===== config.mk =====
export PLATFORM = sky130hd
export DESIGN_NAME = strap_config_latch
export DESIGN_NICKNAME = d
export VERILOG_FILES = /design/src/verilog/strap_cfg_pkg.sv /design/src/verilog/strap_sync_if.sv /design/src/verilog/strap_config_latch.sv /design/src/verilog/strap_sync.sv
export SDC_FILE = /design/constraint.sdc
export NUM_CORES = 1
export LEC_CHECK = 0
export BUFFER_PORTS_ARGS = -buffer_cell sky130_fd_sc_hd__clkbuf_2
export CORE_UTILIZATION = 30
export CTS_BUF_LIST = sky130_fd_sc_hd__clkbuf_8
export DETAILED_ROUTE_END_ITERATION = 12
export GPL_TIMING_DRIVEN = 0
export SYNTH_ARGS = -nofsm -noshare
export SYNTH_HDL_FRONTEND = slang
export SYNTH_SLANG_ARGS = --single-unit

===== constraint.sdc =====
create_clock -name i_clk -period 1.2 [get_ports i_clk]
set_input_delay 0 -clock i_clk [delete_from_list [all_inputs] [get_ports i_clk]]
set_output_delay 0 -clock i_clk [all_outputs]
set_load 0.01 [all_outputs]

===== src/verilog/strap_cfg_pkg.sv =====
// Shared constants for the boot-strap configuration latch
package strap_cfg_pkg;
  localparam int PIN_COUNT = 12;
  localparam int SYNC_STAGES = 2;
  // Shared pin positions on the pad vector
  localparam int PIN_ADDR0 = 0;
  localparam int PIN_ADDR1 = 1;
  localparam int PIN_ADDR2 = 2;
  localparam int PIN_ADDR3 = 3;
  localparam int PIN_ADDR4 = 4;
  localparam int PIN_OP_MODE_STRAP_BIT0 = 5;
  localparam int PIN_OP_MODE_STRAP_BIT1 = 6;
  localparam int PIN_OP_MODE_STRAP_BIT2 = 7;
  localparam int PIN_IRQSEL = 8;
  localparam int PIN_CORE_REGULATOR_DISABLE_STRAP = 9;
  localparam int PIN_RMII = 10;
  localparam int PIN_IRQ = 11;
  localparam int ADDR_W = 5;
  localparam int MODE_W = 3;
  // Values held from chip reset until the first release
  localparam logic [ADDR_W-1:0] ADDR_RST = 5'h00;
  localparam logic [MODE_W-1:0] MODE_RST = 3'h0;
  localparam logic CORE_REGULATOR_DISABLE_STRAP_RST = 1'h0;
  localparam logic RMII_RST = 1'h0;
  localparam logic IRQSEL_RST = 1'h1;
  localparam logic [PIN_COUNT-1:0] PADS_RST = 12'h000;
  localparam logic [PIN_COUNT-1:0] OE_N_ALL_OFF = 12'hfff;

  typedef enum logic [0:0] {
    ST_HELD = 1'b0,
    ST_RUN = 1'b1
  } latch_state_e;
endpackage


===== src/verilog/strap_sync_if.sv =====
// Raw and synchronised strap pin levels between synchroniser and latch
`timescale 1ns/100ps
`default_nettype none
interface strap_sync_if;
  logic [strap_cfg_pkg::PIN_COUNT-1:0] raw;
  logic ext_raw;
  logic [strap_cfg_pkg::PIN_COUNT-1:0] pads;
  logic ext_sync;
  modport sync_side (input raw, input ext_raw, output pads, output ext_sync);
  modport user_side (output raw, output ext_raw, input pads, input ext_sync);
endinterface
`default_nettype wire

===== src/verilog/strap_config_latch.sv =====
// Boot-strap configuration latch for shared PHY pins
// Functional notes
// - Sample all straps at external reset release
// - Management address from five shared strap pins
// - Operating mode from receive data straps
// - Pulled-up receive clock strap disables regulator
// - Pulled-up collision strap selects RMII
// - Floating data-3 strap makes interrupt pin
// - Shared pins resume normal function after sampling
`timescale 1ns/100ps
`default_nettype none
module strap_config_latch
  import strap_cfg_pkg::*;
#(
  parameter int STAGES = SYNC_STAGES
)
(
  input wire logic i_clk,
  input wire logic i_rst_n,
  input wire logic i_ext_reset_n,
  input wire logic [PIN_COUNT-1:0] i_pad,
  output logic [PIN_COUNT-1:0] o_pad,
  output logic [PIN_COUNT-1:0] o_pad_oe_n,
  input wire logic [PIN_COUNT-2:0] i_func_out,
  input wire logic i_irq_out_n,
  output logic o_tx_data_bit4,
  output logic [ADDR_W-1:0] o_mgmt_addr,
  output logic [MODE_W-1:0] o_op_mode,
  output logic o_core_regulator_disable,
  output logic o_rmii_select,
  output logic o_irq_pin_function_select,
  output logic o_cfg_valid
);
  if (STAGES < 2)
  begin : g_bad_stages
    $error("strap_config_latch needs at least two sync stages");
  end

  strap_sync_if sync_bus ();

  assign sync_bus.raw = i_pad;
  assign sync_bus.ext_raw = i_ext_reset_n;

  strap_sync #(
    .STAGES(STAGES)
  ) u_sync (
    .i_clk(i_clk),
    .i_rst_n(i_rst_n),
    .bus(sync_bus)
  );

  latch_state_e state_r;
  latch_state_e state_nxt;
  logic ext_prev_r;
  logic release_seen;
  logic [ADDR_W-1:0] addr_r;
  logic [MODE_W-1:0] mode_r;
  logic core_regulator_disable_strap_r;
  logic rmii_r;
  logic irqsel_r;
  logic valid_r;
  logic [PIN_COUNT-1:0] pad_out_r;
  logic [PIN_COUNT-1:0] oe_n_r;
  logic tx_data_bit4_r;

  always_ff @(posedge i_clk)
  begin
    if (!i_rst_n)
    begin
      ext_prev_r <= 1'b0;
    end
    else
    begin
      ext_prev_r <= sync_bus.ext_sync;
    end
  end

  assign release_seen = sync_bus.ext_sync && !ext_prev_r;

  always_comb
  begin
    state_nxt = state_r;
    unique case (state_r)
      ST_HELD:
      begin
        if (release_seen)
        begin
          state_nxt = ST_RUN;
        end
      end
      ST_RUN:
      begin
        if (!sync_bus.ext_sync)
        begin
          state_nxt = ST_HELD;
        end
      end
    endcase
  end

  always_ff @(posedge i_clk)
  begin
    if (!i_rst_n)
    begin
      state_r <= ST_HELD;
    end
    else
    begin
      state_r <= state_nxt;
    end
  end

  // Capture only on the release edge; later pin indicator_a never reaches these
  always_ff @(posedge i_clk)
  begin
    if (!i_rst_n)
    begin
      addr_r <= ADDR_RST;
      mode_r <= MODE_RST;
      core_regulator_disable_strap_r <= CORE_REGULATOR_DISABLE_STRAP_RST;
      rmii_r <= RMII_RST;
      irqsel_r <= IRQSEL_RST;
    end
    else if (release_seen)
    begin
      addr_r <= {sync_bus.pads[PIN_ADDR4], sync_bus.pads[PIN_ADDR3],
                 sync_bus.pads[PIN_ADDR2], sync_bus.pads[PIN_ADDR1],
                 sync_bus.pads[PIN_ADDR0]};
      mode_r <= {sync_bus.pads[PIN_OP_MODE_STRAP_BIT2], sync_bus.pads[PIN_OP_MODE_STRAP_BIT1],
                 sync_bus.pads[PIN_OP_MODE_STRAP_BIT0]};
      // Floating pins read low here: pad keeper assumed to pull down
      core_regulator_disable_strap_r <= sync_bus.pads[PIN_CORE_REGULATOR_DISABLE_STRAP];
      rmii_r <= sync_bus.pads[PIN_RMII];
      // This pad has a weak pull-up, so floating reads as interrupt mode
      irqsel_r <= sync_bus.pads[PIN_IRQSEL];
    end
  end

  always_ff @(posedge i_clk)
  begin
    if (!i_rst_n)
    begin
      valid_r <= 1'b0;
    end
    else
    begin
      valid_r <= (state_nxt == ST_RUN);
    end
  end

  // Pads float while held so board straps set the level unopposed
  always_ff @(posedge i_clk)
  begin
    if (!i_rst_n)
    begin
      oe_n_r <= OE_N_ALL_OFF;
      pad_out_r <= PADS_RST;
    end
    else if (state_nxt == ST_RUN)
    begin
      oe_n_r <= {!irqsel_nxt(), {(PIN_COUNT-1){1'b0}}};
      pad_out_r <= {i_irq_out_n, i_func_out};
    end
    else
    begin
      oe_n_r <= OE_N_ALL_OFF;
      pad_out_r <= PADS_RST;
    end
  end

  // Selection in force next cycle, including the one being latched now
  function automatic logic irqsel_nxt();
    return release_seen ? sync_bus.pads[PIN_IRQSEL] : irqsel_r;
  endfunction

  // Transmit bit 4 only meaningful when the pin is an input
  always_ff @(posedge i_clk)
  begin
    if (!i_rst_n)
    begin
      tx_data_bit4_r <= 1'b0;
    end
    else
    begin
      tx_data_bit4_r <= (state_r == ST_RUN) && !irqsel_r && sync_bus.pads[PIN_IRQ];
    end
  end

  assign o_pad = pad_out_r;
  assign o_pad_oe_n = oe_n_r;
  assign o_tx_data_bit4 = tx_data_bit4_r;
  assign o_mgmt_addr = addr_r;
  assign o_op_mode = mode_r;
  assign o_core_regulator_disable = core_regulator_disable_strap_r;
  assign o_rmii_select = rmii_r;
  assign o_irq_pin_function_select = irqsel_r;
  assign o_cfg_valid = valid_r;
endmodule
`default_nettype wire


===== src/verilog/strap_sync.sv =====
// Multi-stage synchroniser for strap pins and the external reset pin
`timescale 1ns/100ps
`default_nettype none
module strap_sync
  import strap_cfg_pkg::*;
#(
  parameter int STAGES = SYNC_STAGES
)
(
  input wire logic i_clk,
  input wire logic i_rst_n,
  strap_sync_if.sync_side bus
);
  // Fewer than two stages would leak metastability into the latch
  if (STAGES < 2)
  begin : g_bad_stages
    $error("strap_sync needs at least two stages");
  end

  logic [PIN_COUNT:0] stage_r [STAGES];

  always_ff @(posedge i_clk)
  begin
    if (!i_rst_n)
    begin
      for (int k = 0; k < STAGES; k++)
      begin
        stage_r[k] <= {1'b0, PADS_RST};
      end
    end
    else
    begin
      stage_r[0] <= {bus.ext_raw, bus.raw};
      for (int k = 1; k < STAGES; k++)
      begin
        stage_r[k] <= stage_r[k-1];
      end
    end
  end

  assign bus.pads = stage_r[STAGES-1][PIN_COUNT-1:0];
  assign bus.ext_sync = stage_r[STAGES-1][PIN_COUNT];
endmodule
`default_nettype wire


# Yosys cells after proc, flatten, opt, wreduce, memory -nomap -nowiden
# Memory sizes are Yosys's and may differ from the RTL's.
# Index checks and enable logic that the tools add are counted.
# word_totals
regBits	38
mem_bits_rw	26
inputBits	27
elab_cells	31
mem_count	1
# memory_table
name	depth	word_bits	rd	rd_ports_with_merged_regs	wr	line	text
u_sync.stage_r	2	13	2	0	2	strap_sync.sv:20	logic [PIN_COUNT:0] stage_r [STAGES];
# classes
muxes	9
bitwise	3
n_reduce_logical	7
# ops
operator	n
13-bit two-way mux	2
11-bit two-way mux	1
1-bit two-way mux	5
1-bit logical AND	3
1-bit logical NOT	3
1-bit OR	2
1-bit one-hot mux with 2 select lines	1
2-bit AND reduction	1
1-bit NOT	1

# Logic depth before layout (Yosys ltp)
# Gate-level depths: netlist of run 1.
# depth
depth_word	5
mapped_depth	4

# Hierarchy
# Synthesis of run 1 repeated with hierarchy kept, for this count alone.
# hier_totals
hier_cells	164
area_unflattened_um2	1803.0
# modules_own_cells
module	n_inst	cells_per_inst	area_each_um2
strap_config_latch	1	98	982.2
strap_sync	1	66	820.8

# Worst setup path after synthesis of run 1
# OpenSTA, ideal clock, no wires.
# synth_path
kind	register to register
from	memory u_sync.stage_r[0][25] in the netlist's numbering
to	register pad_out_r[10] (netlist: o_pad[10])
setup_time_ns	0.115
t_arrival_ns	0.888
t_required_ns	1.085
setup_slack_ns	0.197
path_stages_with_launch	5
n_path_buf	1
synth_period_minus_slack_ns	1.003
path_cell_list	dfxtp_1 and2_2 a21boi_2 buf_6 and2_1
# synth_lines
item	line	text
start: declaration	strap_sync.sv:20	
end signal: assignment	strap_config_latch.sv:162	pad_out_r <= {i_irq_out_n, i_func_out};
end: declaration	strap_config_latch.sv:62	logic [PIN_COUNT-1:0] pad_out_r;

# Worst setup path after layout of run 1
# layout_path
from	input i_rst_n
to	register pad_out_r[7] (netlist: o_pad[7])
# layout_between
elab_chain_cells	1
# layout_lines
item	line	text
start: declaration	strap_config_latch.sv:19	input wire logic i_rst_n,
2-bit AND reduction (no source line)	-	
# Every way passes these cells.
# A chain may end at the register's enable or synchronous reset.

==> run summary, run 1 <==
Run status -> completed
Library cell contributing the largest single delay on the critical path -> dlygate4sd3_1
Summed instance area of the synthesized netlist -> 1660 sq um
Final number of max-transition violations -> 0
Total negative slack -> 0 ns
Power Dens Cells -> 1280 nW/um^2
Post-synthesis to final-layout area growth -> 45.7%
Post-route worst setup slack -> 0.0497 ns
Kind of cell adding the most delay to the critical path -> buffers and inverters
Standard cell core area -> 5200 sq um
Buffering stage count on the worst path with inverters included -> 3
Number of synthesized flops with an enable pin -> 0
Most frequent cells after synthesis -> dfxtp_1, and2_1, nand2_1
Final #Nets -> 276
Power Total -> 3.08 mW
Worst R2R Start -> u_sync.stage_r[0][25]
Number of synthesized register bits -> 54
Worst r2r path cells -> 4
Cell breakdown of the critical path -> clkbuf_2, dlygate4sd3_1, and2_2, a21boi_2, buf_6, and2_1
Number of synthesis warnings -> 0
Worst-case setup slack after placement -> 0.107 ns
Avg Cell Area, Syn -> 10.8 sq um
Clock sink count -> 54
Max-cap violation count -> 0
Via density per instance -> 3.72
Primary FF master, synth -> dfxtp_1
Internal reg-to-reg setup slack -> 0.12 ns
Cell at the root of the clock tree -> clkbuf_8
DIE WIDTH -> 76.4 um
Count of boundary I/O pins -> 64
Fmax -> 869 MHz
Final setup violation count -> 0
Number of global-route vias before repair -> 1116
Clock tree from TritonCTS -> built
Clock Path Buffers -> 2
Antenna violations before repair -> 0
H-tree lvl count -> 2
Post-CTS setup buffer count -> 0
Initial cell density of the core -> 0.319
Detailed-route via count -> 1190
Biggest fanout along the worst timing path -> 10
Number of nets produced by synthesis -> 180
Pin count of the biggest net entering global routing -> 17
Worst-case vdd ir drop -> 0.724 mV
Worst setup SP type -> input pin
Register clock-pin slew on the reported worst setup and hold paths -> 0.09 ns
Path category of the worst min-delay check -> in -> reg
Total number of placement rows -> 26
Worst R2R End -> o_pad[7]
Portion of the clock cycle consumed by the worst path in the final layout -> 0.959
Total overflow reported by the global router -> 0
Wire length of the first global-routing pass -> 5070 um
Clock Skews -> 0.00829 ns
Leading post-synthesis cells by cell area -> dfxtp_1, and2_1, nand2_1, buf_4, a21boi_0
Setup repair after global routing missed its margin -> false
Total of cells resized after clock tree synthesis -> 0
All-layer global routing usage -> 0.110
Remaining antenna violation count -> 0
Number of cells on the worst hold path -> 4
Share of layout cells above drive strength 1 -> 0.344
Number of failing hold endpoints at the final stage -> 0
Most frequently used cell type in the post-synthesis netlist -> dfxtp_1
Worst min-delay path startpoint -> i_rst_n
Post-DP HPWL -> 2030 um
Source-to-sink clock delay at the later pin of the worst-skew pair -> 0.29 ns
Count of TritonRoute iterations in the first routing pass -> 3
Part of the Yosys area used for sequential elements -> 0.652
Synth area leader -> dfxtp_1
Minimum clock period -> 1.15 ns
Post-route cell area -> 2420 sq um
DRC viols -> 0
Number of buffers created by CTS -> 5
Final routed wire length divided by cell count -> 9.16 um
I/O Buffers -> 63
Wirelength, routed -> 2930 um
CP Data Required Time -> 1.39 ns
Die H -> 76.4 um
Finished Core Util -> 0.464
Relative slew slack -> 0.738
Worst EP arrival -> 1.34 ns
Async S/R FF share, synth -> 0
Last weighted congestion value of the routability-driven placer -> 0.674
Die area -> 5830 sq um
Share of Yosys cell area claimed by the top area cell type -> 0.652
Leakage power total -> 1.09 nW
Number of fill cells -> 521
Number of instances in the synthesized netlist -> 153
Kind of end point of the critical path -> register
Largest stage delay, worst path -> 0.56 ns
Drt first-iter violations -> 24
Distinct cell type count after synthesis -> 17
Slew at the pin closest to its max-slew limit -> 0.394 ns
Number of antenna repair diodes -> 0
Cell area after placement -> 2060 sq um
Worst setup path category -> in -> reg
End point of the worst hold path -> o_tx_data_bit4
==> report_power, final <==
group / internal [mW] / total (mW) / switching [mW]
clock: 0.464 / 0.990 / 0.526
combinational: 0.148 / 0.232 / 0.0839
sequential: 1.85 / 1.86 / 0.0173
total: 2.46 / 3.08 / 0.627
==> sequential cells by signal, indices dropped and copies added, names as in the netlist, named ones only <==
name and flops:
o_tx_data_bit4 1, o_op_mode 3, o_pad 12, o_mgmt_addr 5, o_rmii_select 1, u_sync.stage_r 26
ext_prev_r 1, o_core_regulator_disable 1, o_pad_oe_n 2, o_cfg_valid 1
==> tightest hold or removal path, stage by stage <==
cell and delay, ns:
clkbuf_2 0.10, clkbuf_1 0.19, nand2_1 0.11, nor3_1 0.05
==> how the worst max path moves through the flow <==
stage	from	end	depth (start not counted)
finish	i_rst_n	o_pad[7]	6
global route	u_sync.stage_r[0][25]	o_pad[7]	4
CTS	o_pad_oe_n[9]	o_pad_oe_n[2]	2
detailed placement	i_rst_n	register	4
global placement	i_rst_n	register	4
floorplan	u_sync.stage_r[0][25]	o_pad[10]	4
==> stage by stage <==
| step | hold WS (ns) | std cells |
|---|---|---|
| 2_1_floorplan | 0.122 | 153 |
| 3_3_place_gp | 0.199 | 286 |
| 3_5_place_dp | 0.204 | 286 |
| 4_1_cts | 0.178 | 320 |
| 5_1_grt | 0.225 | 320 |
| 6_report | 0.193 | 320 |
==> cell families after synthesis <==
family          after synthesis  share of synthesized area
simple gates                 66                      0.213
flops                        54                      0.652
compound gates               13                     0.0596
buf+inv                      20                     0.0754
==> cell usage in the layout, fill, tap and decap left out, drive strengths merged, types with 3 or more instances in the layout <==
cell / count
buf: 13
nand2: 23
inv: 3
dlygate4sd3: 26
a21boi: 11
and2: 39
dfxtp: 54
clkbuf: 73
==> repair_timing <==
item                       in CTS  in global routing
hold buffers                   26                  0
setup endpoints to repair       0                  0
hold endpoints to repair       26                  0
==> final cells by class <==
type | instances | area (sq um) | area share
Inverter | 3 | 11.3 | 0.00466
Multi-Input combinational cell | 79 | 453 | 0.187
Sequential cell | 54 | 1080 | 0.447
Tap cell | 70 | 87.6 | 0.0362
Clock buffer | 6 | 82.6 | 0.0342
Clock inverter | 2 | 12.5 | 0.00518
Timing Repair Buffer | 89 | 576 | 0.238
Buffer | 17 | 114 | 0.0471
==> routing by layer <==
metal,share of wire,vias to the layer above,global-route usage
li1,-,649,-
met4,0.012,0,0.0519
met2,0.52,30,0.190
met3,0.037,2,0.0359
met1,0.43,509,0.122
met5,0,-,0
(Power assumes the default switching activity.)
==> run 2, diff against run 1 <==
--- a/config.mk
+++ b/config.mk
@@ -5,6 +5,7 @@
 export SDC_FILE = /design/constraint.sdc
 export NUM_CORES = 1
 export LEC_CHECK = 0
+export ABC_AREA = 1
 export BUFFER_PORTS_ARGS = -buffer_cell sky130_fd_sc_hd__clkbuf_2
 export CORE_UTILIZATION = 30
 export CTS_BUF_LIST = sky130_fd_sc_hd__clkbuf_8
==> run 2 against run 1 <==
Worst hold slack better by 0.22 ns. Area after synthesis is 5.7% higher. Sequential power hardly changed. Clock power is 0.9% higher. Sequential share of layout area is 1.8 points lower. Critical path depth is 2 lower. Final cell count is 19% higher. Core utilization is 1.2 points lower.
==> run summary, run 2 <==
Buffering stage count on the worst path with inverters included -> 2 (was 3)
Detailed-route via count -> 1394 (was 1190)
Wire length of the first global-routing pass -> 5340 um (was 5070 um)
Kind of end point of the critical path -> register (unchanged)
Leading post-synthesis cells by cell area -> dfxtp_1, inv_1, nand2_1, nor2_1, buf_4 (was dfxtp_1, and2_1, nand2_1, buf_4, a21boi_0)
Cell area after placement -> 2160 sq um (was 2060 sq um)
Pin count of the biggest net entering global routing -> 19 (was 17)
Finished Core Util -> 0.452 (was 0.464)
Primary FF master, synth -> dfxtp_1 (unchanged)
DIE WIDTH -> 78.5 um (was 76.4 um)
Number of synthesis warnings -> 0 (unchanged)
Leakage power total -> 1.41 nW (was 1.09 nW)
Setup repair after global routing missed its margin -> false (unchanged)
Cell breakdown of the critical path -> inv_1, o21ai_2, buf_6, nor2_1 (was clkbuf_2, dlygate4sd3_1, and2_2, a21boi_2, buf_6, and2_1)
Power Dens Cells -> 1260 nW/um^2 (was 1280 nW/um^2)
Count of boundary I/O pins -> 64 (unchanged)
Fmax -> 923 MHz (was 869 MHz)
Via density per instance -> 3.65 (was 3.72)
Summed instance area of the synthesized netlist -> 1750 sq um (was 1660 sq um)
Most frequent cells after synthesis -> dfxtp_1, inv_1, nand2_1 (was dfxtp_1, and2_1, nand2_1)
Final setup violation count -> 0 (unchanged)
Relative slew slack -> 0.691 (was 0.738)
Die area -> 6160 sq um (was 5830 sq um)
Final routed wire length divided by cell count -> 7.96 um (was 9.16 um)
Post-route cell area -> 2520 sq um (was 2420 sq um)
Inst Count DP -> 348 (was 286)
Antenna violations before repair -> 0 (unchanged)
Distinct cell type count after synthesis -> 13 (was 17)
Number of synthesized register bits -> 54 (unchanged)
Die H -> 78.5 um (was 76.4 um)
Async S/R FF share, synth -> 0 (unchanged)
Number of instances in the synthesized netlist -> 213 (was 153)
Power Total -> 3.19 mW (was 3.08 mW)
Number of antenna repair diodes -> 0 (unchanged)
CP Data Required Time -> 1.40 ns (was 1.39 ns)
Biggest fanout along the worst timing path -> 10 (unchanged)
Count of TritonRoute iterations in the first routing pass -> 4 (was 3)
Number of fill cells -> 602 (was 521)
All-layer global routing usage -> 0.112 (was 0.110)
Total negative slack -> 0 ns (unchanged)
Register clock-pin slew on the reported worst setup and hold paths -> 0.10 ns (was 0.09 ns)
Clock Path Buffers -> 2 (unchanged)
DRC viols -> 0 (unchanged)
Post-route worst setup slack -> 0.116 ns (was 0.0497 ns)
Part of the Yosys area used for sequential elements -> 0.616 (was 0.652)
Wirelength, routed -> 3040 um (was 2930 um)
Post-DP HPWL -> 2130 um (was 2030 um)
Most common library cell in the layout ignoring fill and taps -> clkbuf_2 (unchanged)
Library cell contributing the largest single delay on the critical path -> dfxtp_1 (was dlygate4sd3_1)
Post-synthesis to final-layout area growth -> 43.7% (was 45.7%)
Clock sink count -> 54 (unchanged)
Cell at the root of the clock tree -> clkbuf_8 (unchanged)
Number of buffers created by CTS -> 5 (unchanged)
Largest register FFs -> 26 (unchanged)
Initial cell density of the core -> 0.315 (was 0.319)
Most frequently used cell type in the post-synthesis netlist -> dfxtp_1 (unchanged)
Total number of placement rows -> 27 (was 26)
Post-layout instance count excluding filler cells -> 382 (was 320)
Run status -> completed (unchanged)
Max-cap violation count -> 0 (unchanged)
Source-to-sink clock delay at the later pin of the worst-skew pair -> 0.30 ns (was 0.29 ns)
Number of synthesized flops with an enable pin -> 0 (unchanged)
Clock Skews -> 0.00526 ns (was 0.00829 ns)
Share of Yosys cell area claimed by the top area cell type -> 0.616 (was 0.652)
Share of layout cells above drive strength 1 -> 0.290 (was 0.344)
Path category of the worst min-delay check -> in -> reg (unchanged)
Number of nets produced by synthesis -> 240 (was 180)
Standard cell core area -> 5570 sq um (was 5200 sq um)
Worst EP arrival -> 1.29 ns (was 1.34 ns)
Minimum clock period -> 1.08 ns (was 1.15 ns)
Slew at the pin closest to its max-slew limit -> 0.464 ns (was 0.394 ns)
Largest stage delay, worst path -> 0.42 ns (was 0.56 ns)
Synth area leader -> dfxtp_1 (unchanged)
Worst-case vdd ir drop -> 0.458 mV (was 0.724 mV)
Worst setup SP type -> register (was input pin)
Clock tree from TritonCTS -> built (unchanged)
Number of failing hold endpoints at the final stage -> 0 (unchanged)
Last weighted congestion value of the routability-driven placer -> 0.704 (was 0.674)
Kind of cell adding the most delay to the critical path -> flip-flops (was buffers and inverters)
Drt first-iter violations -> 36 (was 24)
Final number of max-transition violations -> 0 (unchanged)
I/O Buffers -> 63 (unchanged)
Register bank with the most flops -> u_sync.stage_r (unchanged)
Remaining antenna violation count -> 0 (unchanged)
Worst-case setup slack after placement -> 0.186 ns (was 0.107 ns)
Minimum hold slack -> 0.411 ns (was 0.193 ns)
Commonest cells after routing, fill and taps aside -> clkbuf_2, dfxtp_1, inv_1 (was clkbuf_2, dfxtp_1, and2_1)
Worst setup path category -> reg -> reg (was in -> reg)
Number of global-route vias before repair -> 1357 (was 1116)
H-tree lvl count -> 2 (unchanged)
Final #Nets -> 336 (was 276)
Total overflow reported by the global router -> 0 (unchanged)
Avg Cell Area, Syn -> 8.24 sq um (was 10.8 sq um)
Portion of the clock cycle consumed by the worst path in the final layout -> 0.903 (was 0.959)
-- run 2: cell types whose count changed after synthesis, moves of 3 or more --
cell,change
buf_2,+4
nand2_1,+19
and2_1,-38
nand3_1,+11
clkbuf_1,-3
a21boi_0,-10
nor2_1,+32
inv_1,+49
-- run 2: cells by family (layout without fill, tap and decap cells) --
group | Yosys count | after routing | synth area share
AOI/OAI and AO/OA | 2 | 2 | 0.00784
buffers and inverters | 69 | 166 | 0.177
DFF | 54 | 54 | 0.616
and+or+nand+nor | 88 | 88 | 0.199
-- run 2: repair_timing --
action | 4_1_cts | 5_1_grt
buffers inserted | 0 | 0
hold buffers | 26 | 0
hold endpoints to repair | 28 | 0
endpoints found under the setup margin | 0 | 5
gates resized for setup | 0 | 2
-- run 2: worst paths after layout --
check                  startpoint                    end  slack [ns]  depth (start not counted)
max                    ext_prev_r              o_pad[11]        0.12                          4
max reg2reg            ext_prev_r              o_pad[11]        0.12                          4
min reg2reg  u_sync.stage_r[0][3]  u_sync.stage_r[0][16]        0.42                          2
min                      i_pad[1]   u_sync.stage_r[0][1]        0.41                          4
-- run 2: area by class of cell --
class / count / area [sq um] / share of cell area
multi-input combinational: 90 / 368 / 0.146
clock inverter: 3 / 25.0 / 0.00993
clock buffer: 5 / 68.8 / 0.0273
timing repair buffer: 89 / 576 / 0.228
tap: 72 / 90.1 / 0.0357
buffer: 17 / 115 / 0.0457
sequential: 54 / 1080 / 0.429
inverter: 52 / 195 / 0.0775
-- run 2: report_power, final --
group	switching, mW	internal [mW]	total (mW)
registers	0.0248	1.86	1.88
logic	0.137	0.166	0.303
clock network	0.577	0.421	0.999
-- run 2: tightest hold or removal path, cell delays in order --
cell	delay, ns
dlygate4sd3_1	0.52
clkbuf_2	0.10
nand2_1	0.04
inv_1	0.04
-- run 2: routing by layer --
| metal | track usage | wire (um) | share of wire | up-vias |
|---|---|---|---|---|
| met5 | 0 | 0 | 0 | - |
| met4 | 0.0426 | 63 | 0.021 | 0 |
| met3 | 0.0360 | 162 | 0.053 | 8 |
| met2 | 0.217 | 1510 | 0.50 | 41 |
| met1 | 0.108 | 1310 | 0.43 | 566 |
| li1 | - | - | - | 779 |
